**src/shared/level_detect_regs.vh**
```
// register offsets, reset values and timing constants of the level detector
// assumes a 32-bit APB slave, one aligned word per register
`ifndef LEVEL_DETECT_REGS_VH
`define LEVEL_DETECT_REGS_VH

// configuration words, index i sits at byte address 4*i
`define CFG_WORDS         10
`define OFS_FREQ_LVL_A    8'h00
`define OFS_FREQ_LVL_B    8'h04
`define OFS_FREQ_LVL_C    8'h08
`define OFS_FREQ_HYST     8'h0C
`define OFS_CUR_LVL_A     8'h10
`define OFS_CUR_TMR_A     8'h14
`define OFS_CUR_LVL_B     8'h18
`define OFS_CUR_TMR_B     8'h1C
`define OFS_CUR_LVL_C     8'h20
`define OFS_CUR_TMR_C     8'h24
`define OFS_TERM_SEL      8'h28
`define OFS_LIVE_STATUS   8'h2C
`define OFS_IRQ_STATUS    8'h30
`define OFS_IRQ_MASK      8'h34

// reset values: frequency in 0.1 Hz, current in 0.01 %, timers in 0.01 s
`define RST_FREQ_LVL      16'h01F4
`define RST_FREQ_HYST     16'h000A
`define RST_CUR_LVL       16'h2710
`define RST_CUR_TMR       16'h03E8
`define RST_TERM_SEL      32'h29252402

// terminal assignment codes
`define CODE_FDT_A        8'h02
`define CODE_FDT_B        8'h1F
`define CODE_FDT_C        8'h3A
`define CODE_OL_WARN      8'h07
`define CODE_OC_A         8'h25
`define CODE_OC_B         8'h26
`define CODE_OC_C         8'h27
`define CODE_UNDER        8'h29

// live status bit positions
`define BIT_FDT_A         0
`define BIT_FDT_B         1
`define BIT_FDT_C         2
`define BIT_OL_WARN       3
`define BIT_OC_A          4
`define BIT_OC_B          5
`define BIT_OC_C          6
`define BIT_UNDER         7

// low-current release margin: 5 % of rated in 0.01 % steps
`define UNDER_MARGIN      16'h01F4

// timing
`define CLK_MHZ           200
`define TIMER_UNIT_US     10000
`define MIN_ON_MS         100
`define TICK_CYCLES       (`TIMER_UNIT_US * `CLK_MHZ)
`define MIN_ON_CYCLES     (`MIN_ON_MS * 1000 * `CLK_MHZ)

`endif

```
**src/hw/level_timer.v**
```verilog
// one timed detector with a minimum on-time
// assumes the caller forms the on and off conditions and a 10 ms tick
`timescale 1ns/1ps
module level_timer #(
  parameter MIN_ON_CYCLES = 20000000,
  parameter HOLD_W        = 25
) (
  input  wire        clk,
  input  wire        resetn,
  input  wire        tick,
  input  wire        enable,
  input  wire        onCond,
  input  wire        offCond,
  input  wire [15:0] timerTicks,
  output wire        active
);

  reg              active_ff;
  reg [15:0]       cnt_ff;
  reg [HOLD_W-1:0] hold_ff;

  assign active = active_ff;

  //////////////////////////////////////////////////////////////////////////
  // the first tick after the condition arrives is partial, so firing on the
  // tick after timerTicks have been counted never switches on early
  always @(posedge clk or negedge resetn) begin
    if (!resetn) begin
      active_ff <= 1'b0;
      cnt_ff    <= 16'h0000;
      hold_ff   <= {HOLD_W{1'b0}};
    end else if (!enable) begin
      active_ff <= 1'b0;
      cnt_ff    <= 16'h0000;
      hold_ff   <= {HOLD_W{1'b0}};
    end else if (!active_ff) begin
      if (!onCond) begin
        cnt_ff <= 16'h0000;
      end else if (tick) begin
        if (cnt_ff >= timerTicks) begin
          active_ff <= 1'b1;
          cnt_ff    <= 16'h0000;
          hold_ff   <= MIN_ON_CYCLES[HOLD_W-1:0];
        end else begin
          cnt_ff <= cnt_ff + 16'h0001;
        end
      end
    end else begin
      if (hold_ff != {HOLD_W{1'b0}}) begin
        hold_ff <= hold_ff - {{(HOLD_W-1){1'b0}}, 1'b1};
      end else if (offCond) begin
        active_ff <= 1'b0;
      end
    end
  end

endmodule

```
**src/hw/freq_current_level_detector.v**
```verilog
// frequency and current level detectors driving output terminals
// assumes frequency and current inputs synchronous to clk, APB register access
//
// The APB slave port and the register addresses were left to the implementer.
`timescale 1ns/1ps
`include "level_detect_regs.vh"
module freq_current_level_detector #(
  parameter TICK_CYCLES   = `TICK_CYCLES,
  parameter MIN_ON_CYCLES = `MIN_ON_CYCLES,
  parameter TERMINALS     = 4
) (
  input  wire                 clk,
  input  wire                 resetn,
  input  wire                 psel,
  input  wire                 penable,
  input  wire                 pwrite,
  input  wire [7:0]           paddr,
  input  wire [31:0]          pwdata,
  output wire [31:0]          prdata,
  output wire                 pready,
  output wire                 pslverr,
  input  wire [15:0]          outFreq,
  input  wire [15:0]          outCurrent,
  output wire [TERMINALS-1:0] outTerminal,
  output wire                 irq
);

  //////////////////////////////////////////////////////////////////////////
  // register file
  reg  [15:0]          cfg_ff [0:`CFG_WORDS-1];
  reg  [31:0]          termSel_ff;
  reg  [7:0]           irqStatus_ff;
  reg  [7:0]           irqMask_ff;
  reg  [31:0]          prdata_ff;
  reg                  pslverr_ff;
  reg  [7:0]           sig_ff;
  reg  [7:0]           sigPrev_ff;
  reg  [TERMINALS-1:0] term_ff;
  reg  [24:0]          div_ff;
  reg                  tick_ff;
  reg  [31:0]          nxt_prdata;
  reg                  nxt_err;
  wire                 setup;
  wire                 wrAccess;
  wire [7:0]           rise;
  wire [7:0]           nxt_sig;
  wire [2:0]           ocActive;
  wire                 underActive;
  integer              i;

  function [15:0] cfgReset;
    input integer idx;
    begin
      case (idx)
        0, 1, 2: cfgReset = `RST_FREQ_LVL;
        3:       cfgReset = `RST_FREQ_HYST;
        5, 7, 9: cfgReset = `RST_CUR_TMR;
        default: cfgReset = `RST_CUR_LVL;
      endcase
    end
  endfunction

  function mapped;
    input [7:0] addr;
    begin
      mapped = (addr[1:0] == 2'b00) && (addr <= `OFS_IRQ_MASK);
    end
  endfunction

  // zero-wait slave: read data is captured in the setup cycle
  assign setup    = psel & ~penable;
  assign wrAccess = psel & penable & pwrite & mapped(paddr);
  assign pready   = 1'b1;
  assign prdata   = prdata_ff;
  assign pslverr  = pslverr_ff & psel & penable;

  always @* begin
    nxt_prdata = 32'h00000000;
    nxt_err    = ~mapped(paddr);
    if (paddr < `OFS_TERM_SEL) begin
      nxt_prdata = {16'h0000, cfg_ff[paddr[5:2]]};
    end else begin
      case (paddr)
        `OFS_TERM_SEL:    nxt_prdata = termSel_ff;
        `OFS_LIVE_STATUS: nxt_prdata = {24'h000000, sig_ff};
        `OFS_IRQ_STATUS:  nxt_prdata = {24'h000000, irqStatus_ff};
        `OFS_IRQ_MASK:    nxt_prdata = {24'h000000, irqMask_ff};
        default:          nxt_prdata = 32'h00000000;
      endcase
    end
  end

  always @(posedge clk or negedge resetn) begin
    if (!resetn) begin
      prdata_ff  <= 32'h00000000;
      pslverr_ff <= 1'b0;
    end else if (setup) begin
      prdata_ff  <= (pwrite | nxt_err) ? 32'h00000000 : nxt_prdata;
      pslverr_ff <= nxt_err;
    end
  end

  always @(posedge clk or negedge resetn) begin
    if (!resetn) begin
      for (i = 0; i < `CFG_WORDS; i = i + 1) begin
        cfg_ff[i] <= cfgReset(i);
      end
      termSel_ff <= `RST_TERM_SEL;
      irqMask_ff <= 8'h00;
    end else if (wrAccess) begin
      if (paddr < `OFS_TERM_SEL) begin
        cfg_ff[paddr[5:2]] <= pwdata[15:0];
      end
      if (paddr == `OFS_TERM_SEL) begin
        termSel_ff <= pwdata;
      end
      if (paddr == `OFS_IRQ_MASK) begin
        irqMask_ff <= pwdata[7:0];
      end
    end
  end

  //////////////////////////////////////////////////////////////////////////
  // 10 ms time base for the detection timers
  always @(posedge clk or negedge resetn) begin
    if (!resetn) begin
      div_ff  <= 25'h0000000;
      tick_ff <= 1'b0;
    end else if (div_ff == TICK_CYCLES[24:0] - 25'h0000001) begin
      div_ff  <= 25'h0000000;
      tick_ff <= 1'b1;
    end else begin
      div_ff  <= div_ff + 25'h0000001;
      tick_ff <= 1'b0;
    end
  end

  //////////////////////////////////////////////////////////////////////////
  // frequency detectors, one shared hysteresis
  genvar f;
  generate
    for (f = 0; f < 3; f = f + 1) begin : freqCh
      wire [16:0] lower = {1'b0, outFreq} + {1'b0, cfg_ff[3]};
      // compare f + hyst < level so a hysteresis above the level cannot wrap
      assign nxt_sig[f] = sig_ff[f] ?
                          !(lower < {1'b0, cfg_ff[f]}) :
                          (outFreq > cfg_ff[f]);
    end
  endgenerate

  //////////////////////////////////////////////////////////////////////////
  // current detectors
  assign nxt_sig[`BIT_OL_WARN] = (cfg_ff[4] != 16'h0000) &&
                                 (outCurrent > cfg_ff[4]);

  genvar c;
  generate
    for (c = 0; c < 3; c = c + 1) begin : ocCh
      wire [15:0] lvl     = cfg_ff[4 + 2 * c];
      wire [19:0] curX10  = {4'h0, outCurrent} * 20'h0000A;
      wire [19:0] lvlX9   = {4'h0, lvl} * 20'h00009;
      level_timer #(
        .MIN_ON_CYCLES (MIN_ON_CYCLES),
        .HOLD_W        (25)
      ) uTimer (
        .clk        (clk),
        .resetn     (resetn),
        .tick       (tick_ff),
        .enable     (lvl != 16'h0000),
        .onCond     (outCurrent > lvl),
        .offCond    (curX10 < lvlX9),
        .timerTicks (cfg_ff[5 + 2 * c]),
        .active     (ocActive[c])
      );
    end
  endgenerate

  wire [16:0] underRelease = {1'b0, cfg_ff[6]} + {1'b0, `UNDER_MARGIN};

  level_timer #(
    .MIN_ON_CYCLES (MIN_ON_CYCLES),
    .HOLD_W        (25)
  ) uUnder (
    .clk        (clk),
    .resetn     (resetn),
    .tick       (tick_ff),
    .enable     (cfg_ff[6] != 16'h0000),
    .onCond     (outCurrent < cfg_ff[6]),
    .offCond    ({1'b0, outCurrent} > underRelease),
    .timerTicks (cfg_ff[7]),
    .active     (underActive)
  );

  assign nxt_sig[`BIT_OC_C:`BIT_OC_A] = ocActive;
  assign nxt_sig[`BIT_UNDER]          = underActive;

  always @(posedge clk or negedge resetn) begin
    if (!resetn) begin
      sig_ff     <= 8'h00;
      sigPrev_ff <= 8'h00;
    end else begin
      sig_ff     <= nxt_sig;
      sigPrev_ff <= sig_ff;
    end
  end

  //////////////////////////////////////////////////////////////////////////
  // terminal assignment by code
  function selectSignal;
    input [7:0] code;
    input [7:0] sig;
    begin
      case (code)
        `CODE_FDT_A:   selectSignal = sig[`BIT_FDT_A];
        `CODE_FDT_B:   selectSignal = sig[`BIT_FDT_B];
        `CODE_FDT_C:   selectSignal = sig[`BIT_FDT_C];
        `CODE_OL_WARN: selectSignal = sig[`BIT_OL_WARN];
        `CODE_OC_A:    selectSignal = sig[`BIT_OC_A];
        `CODE_OC_B:    selectSignal = sig[`BIT_OC_B];
        `CODE_OC_C:    selectSignal = sig[`BIT_OC_C];
        `CODE_UNDER:   selectSignal = sig[`BIT_UNDER];
        default:       selectSignal = 1'b0;
      endcase
    end
  endfunction

  genvar t;
  generate
    for (t = 0; t < TERMINALS; t = t + 1) begin : term
      always @(posedge clk or negedge resetn) begin
        if (!resetn) begin
          term_ff[t] <= 1'b0;
        end else begin
          term_ff[t] <= selectSignal(termSel_ff[(t % 4) * 8 +: 8], nxt_sig);
        end
      end
    end
  endgenerate

  assign outTerminal = term_ff;

  //////////////////////////////////////////////////////////////////////////
  // interrupts: each output switching on sets a sticky bit, set beats clear
  assign rise = sig_ff & ~sigPrev_ff;

  always @(posedge clk or negedge resetn) begin
    if (!resetn) begin
      irqStatus_ff <= 8'h00;
    end else if (wrAccess && paddr == `OFS_IRQ_STATUS) begin
      irqStatus_ff <= (irqStatus_ff & ~pwdata[7:0]) | rise;
    end else begin
      irqStatus_ff <= irqStatus_ff | rise;
    end
  end

  assign irq = |(irqStatus_ff & irqMask_ff);

endmodule

```
**config.mk**
```make
export PLATFORM = sky130hd
export DESIGN_NAME = freq_current_level_detector
export DESIGN_NICKNAME = d
export VERILOG_FILES = /design/src/hw/level_timer.v /design/src/hw/freq_current_level_detector.v
export VERILOG_INCLUDE_DIRS = /design/src /design/src/shared
export SDC_FILE = /design/constraint.sdc
export NUM_CORES = 1
export LEC_CHECK = 0
export BUFFER_PORTS_ARGS = -buffer_cell sky130_fd_sc_hd__buf_2
export CORE_ASPECT_RATIO = 1.75
export CORE_MARGIN = 4
export CORE_UTILIZATION = 30
export DETAILED_ROUTE_END_ITERATION = 10
export PLACE_DENSITY_LB_ADDON = 0.08
export RECOVER_POWER = 100
export SLEW_MARGIN = 5
export SYNTH_ARGS = -nofsm -noshare
export SYNTH_HDL_FRONTEND = slang
export SYNTH_SLANG_ARGS = --single-unit
```
**constraint.sdc**
```tcl
create_clock -name clk -period 6.7 [get_ports clk]
set_input_delay 0.67 -clock clk [delete_from_list [all_inputs] [get_ports clk]]
set_output_delay 0.67 -clock clk [all_outputs]
set_load 0.02 [all_outputs]
```
==> impl_metrics.yaml <==
drt:
  avgRoutedWirePerCell_um: 24.34
  drtAntennaViolNets: 0
  drt-initial-drc-count: 1313
  drc_errors: 0
  viasPerCell: 5.373
  drt_first_pass_iters: 5
  drt_wl_total_mm: 121.1
  vias: 26739
critical_path:
  crit_required_ps: 7220
  setup.worst_path.class: "register to register"
  start_kind: "register"
  r2r_end: "ocCh[2].uTimer.hold_ff[14]"
  worstPathArrival_ps: 5690
  reg2reg_from: "ocCh[2].uTimer.hold_ff[1]"
  crit_start: "ocCh[2].uTimer.hold_ff[1]"
  r2r_setup_slack_ps: 1530
  end_kind: "register"
  worstPathMaxFanout: 15
  rr_worst_depth: 9
layout:
  fillers: 11169
  synthToLayoutAreaGrowth_pct: 12.26
  drive_gt1_frac: 0.1489
  layoutNonFillerInstCount: 4977
  fin_util: 0.3407
  nets: 3976
synthesis:
  ys_seq_elements: 455
  synth-xor-area-share: 0.03352
  synth.distinct_cells: 87
  synth_area_leader_cell: "dfrtp_1"
  synth_top_flop_cell: "dfrtp_1"
  netlist.area_leader.share: 0.3011
  synth-edff-count: 0
  synthAdderAreaFrac: 0.1597
  muxShareOfSynthArea: 0.1009
  yosysMostFrequentCell: "ha_1"
  syn-cell-area_mm2: 0.03266
  yosys.area_share.simple: 0.1500
  synth_top_family_by_area: "compound AO/OA/AOI/OAI gates"
  synth.top_cells.by_count: "ha_1 (409), dfrtp_1 (393), inv_1 (242), o21ai_0 (227), nand2_1 (222)"
  yosysWarnings: 0
  synth.area.top_cells: "dfrtp_1 (30%), ha_1 (16%), mux2_2 (7.2%)"
  syn-mean-instance-area_um2: 9.641
  yosysSeqAreaShare: 0.3510
  async_flop_share: 1.000
  syn-instance-count: 3388
  synth_compound_area_frac: 0.1639
  synth_fp_nets: 3879
sta:
  min_period_over_period: 0.7718
  fmax_mhz: 193.4
  slew_violations: 226
  rsz0062_at_grt: "false"
  skew_ps: 45.99
  max-slew-margin-rel: -2.380
  worstMarginPinSlew_ps: 5070
  final-hold-violation-count: 0
  period_needed_ps: 5171
  setup_viol: 0
  tns_ps: 0
  timing.hold.ws_ps: 264.4
clock_network:
  postCtsResizedCells: 0
  ctsHoldBuffers: 0
  cts_buffers: 52
  root_buffer: "clkbuf_16"
  path_clk_slew_ps: 70
  htreeDepth: 2
  cts_buffer_depth: 3
  clock-sinks: 455
  clk_latency_ps: 640
  post-cts-setup-buffer-count: 0
  cts_tree: "done"
floorplan:
  start_util: 0.3035
  dieArea_mm2: 0.1144
  ios: 116
  die_w_um: 257.4
  chipHeight_um: 444.5
  rows: 159
  core_mm2: 0.1076
hold_path:
  holdCritStartpoint: "pwdata[25]"
  holdPathStages: 2
  hold_class: "primary input to register"
  min_to: "termSel_ff[25]"
global_routing:
  grt_max_degree: 146
  grt_overflow: 0
  antenna_found_initial: 7
  grt_pass1_vias: 28088
  grt_first_pass_wirelength_mm: 181.1
  grt_use_total: 0.2079
run_status:
  violations: "max-capacitance violations, max-slew violations"
  outcome: "finished, violations left"
pwr:
  p_per_area_mw_per_mm2: 183.5
  design_power_total_mw: 6.730
  peakVddDrop_mv: 0.1837
  p_leak_nw: 16.45
placement:
  dp_hpwl_mm: 93.72
  place.gp.congestion: 0.8660
  dp.cells: 4880
  portBuffers: 114
flow_run:
  cap_violations: 7
## logic make-up after synthesis
family                   count (synthesis)
flip-flops                             455
buffers and inverters                  350
XOR/XNOR                               125
multiplexers                           263
other                                    1
AO/OA/AOI/OAI                          813
AND/OR/NAND/NOR                        967
adder cells (fa/ha/maj)                414
## per-layer routing
metal  global-route usage  vias to the layer above  part of all wire
met3              0.01931                      143             0.025
met2               0.4083                      407              0.55
met4              0.06085                        0             0.032
met5                    0                        -                 0
met1               0.2362                    13468              0.39
li1                     -                    12721                 -
## state kept, by name, summed over array words and instances (netlist names)
register             count
uUnder.cnt_ff           16
cfg_ff                 112
termSel_ff              32
outTerminal              4
tick_ff                  1
ocCh.uTimer.cnt_ff      48
sigPrev_ff               8
pslverr_ff               1
ocCh.uTimer.hold_ff     75
ocCh.lvl                48
uUnder.hold_ff          25
prdata                  32
sig_ff                   8
irqMask_ff               8
irqStatus_ff             8
ocCh.uTimer.active       3
div_ff                  25
uUnder.active            1
## how the worst max path moves through the flow
stage / endpoint / slack (ps) / depth (start not counted)
detailed placement: ocCh[0].uTimer.active / 1760 / 19
global placement: ocCh[2].uTimer.active / 1890 / 18
global route: cfg_ff[137] / 990 / 1
floorplan: ocCh[2].uTimer.active / 2640 / 17
finish: ocCh[2].uTimer.hold_ff[14] / 1530 / 9
CTS: ocCh[2].uTimer.active / 2170 / 17
## cell type report
cell class	instances	area, µm²	share of cell area
tap	1449	1813	0.04944
clock inverter	25	371.6	0.01013
multi-input combinational	2583	19840	0.5411
clock buffer	71	1493	0.04071
timing repair buffer	150	772.0	0.02105
inverter	243	912.1	0.02487
sequential	455	11460	0.3126
antenna	1	2.502	0.00006824
## power by group
group | switching (mW) | internal, mW | total (mW) | leakage [nW]
sequential | 0.0161 | 2.76 | 2.78 | 6.05
clock | 1.31 | 1.87 | 3.18 | 0.910
combinational | 0.507 | 0.264 | 0.772 | 9.49
total | 1.83 | 4.90 | 6.73 | 16.5
## layout by cell type (no fill, tap or decap), types with 25 or more instances in the layout
master and count:
o21ai_0 228, nor3_1 107, o21a_1 33, a22o_1 51, buf_2 74, nor2_1 201, a21oi_1 169, xnor2_1 71
nand2_1 222, or4_1 25, ha_1 409, nor4_1 39, dfstp_2 57, a21o_1 57, nand4_1 43, a31oi_1 38
clkbuf_16 52, and3_1 42, nand3_1 83, mux2_2 210, dfrtp_1 393, inv_1 242, nor2b_1 46, or3_1 51
clkbuf_1 62, xor2_1 54, mux4_2 32
## metrics by stage
stage	worst slack (ps)	instance area, µm²
after floorplan	2640	32660
after detailed placement	1765	34960
after global placement	1893	34960
final	1529	36670
after CTS	2174	36820
after global routing	991.8	36670
## critical path, cell delays in order (launching register included)
cell and delay, ps:
dfrtp_1 420, inv_1 70, ha_1 170, or4b_1 570, or4_1 670, or4_1 820, and2_0 330, a311oi_1 1560
o21ai_0 290, o41ai_1 140
(Power assumes the default switching activity.)
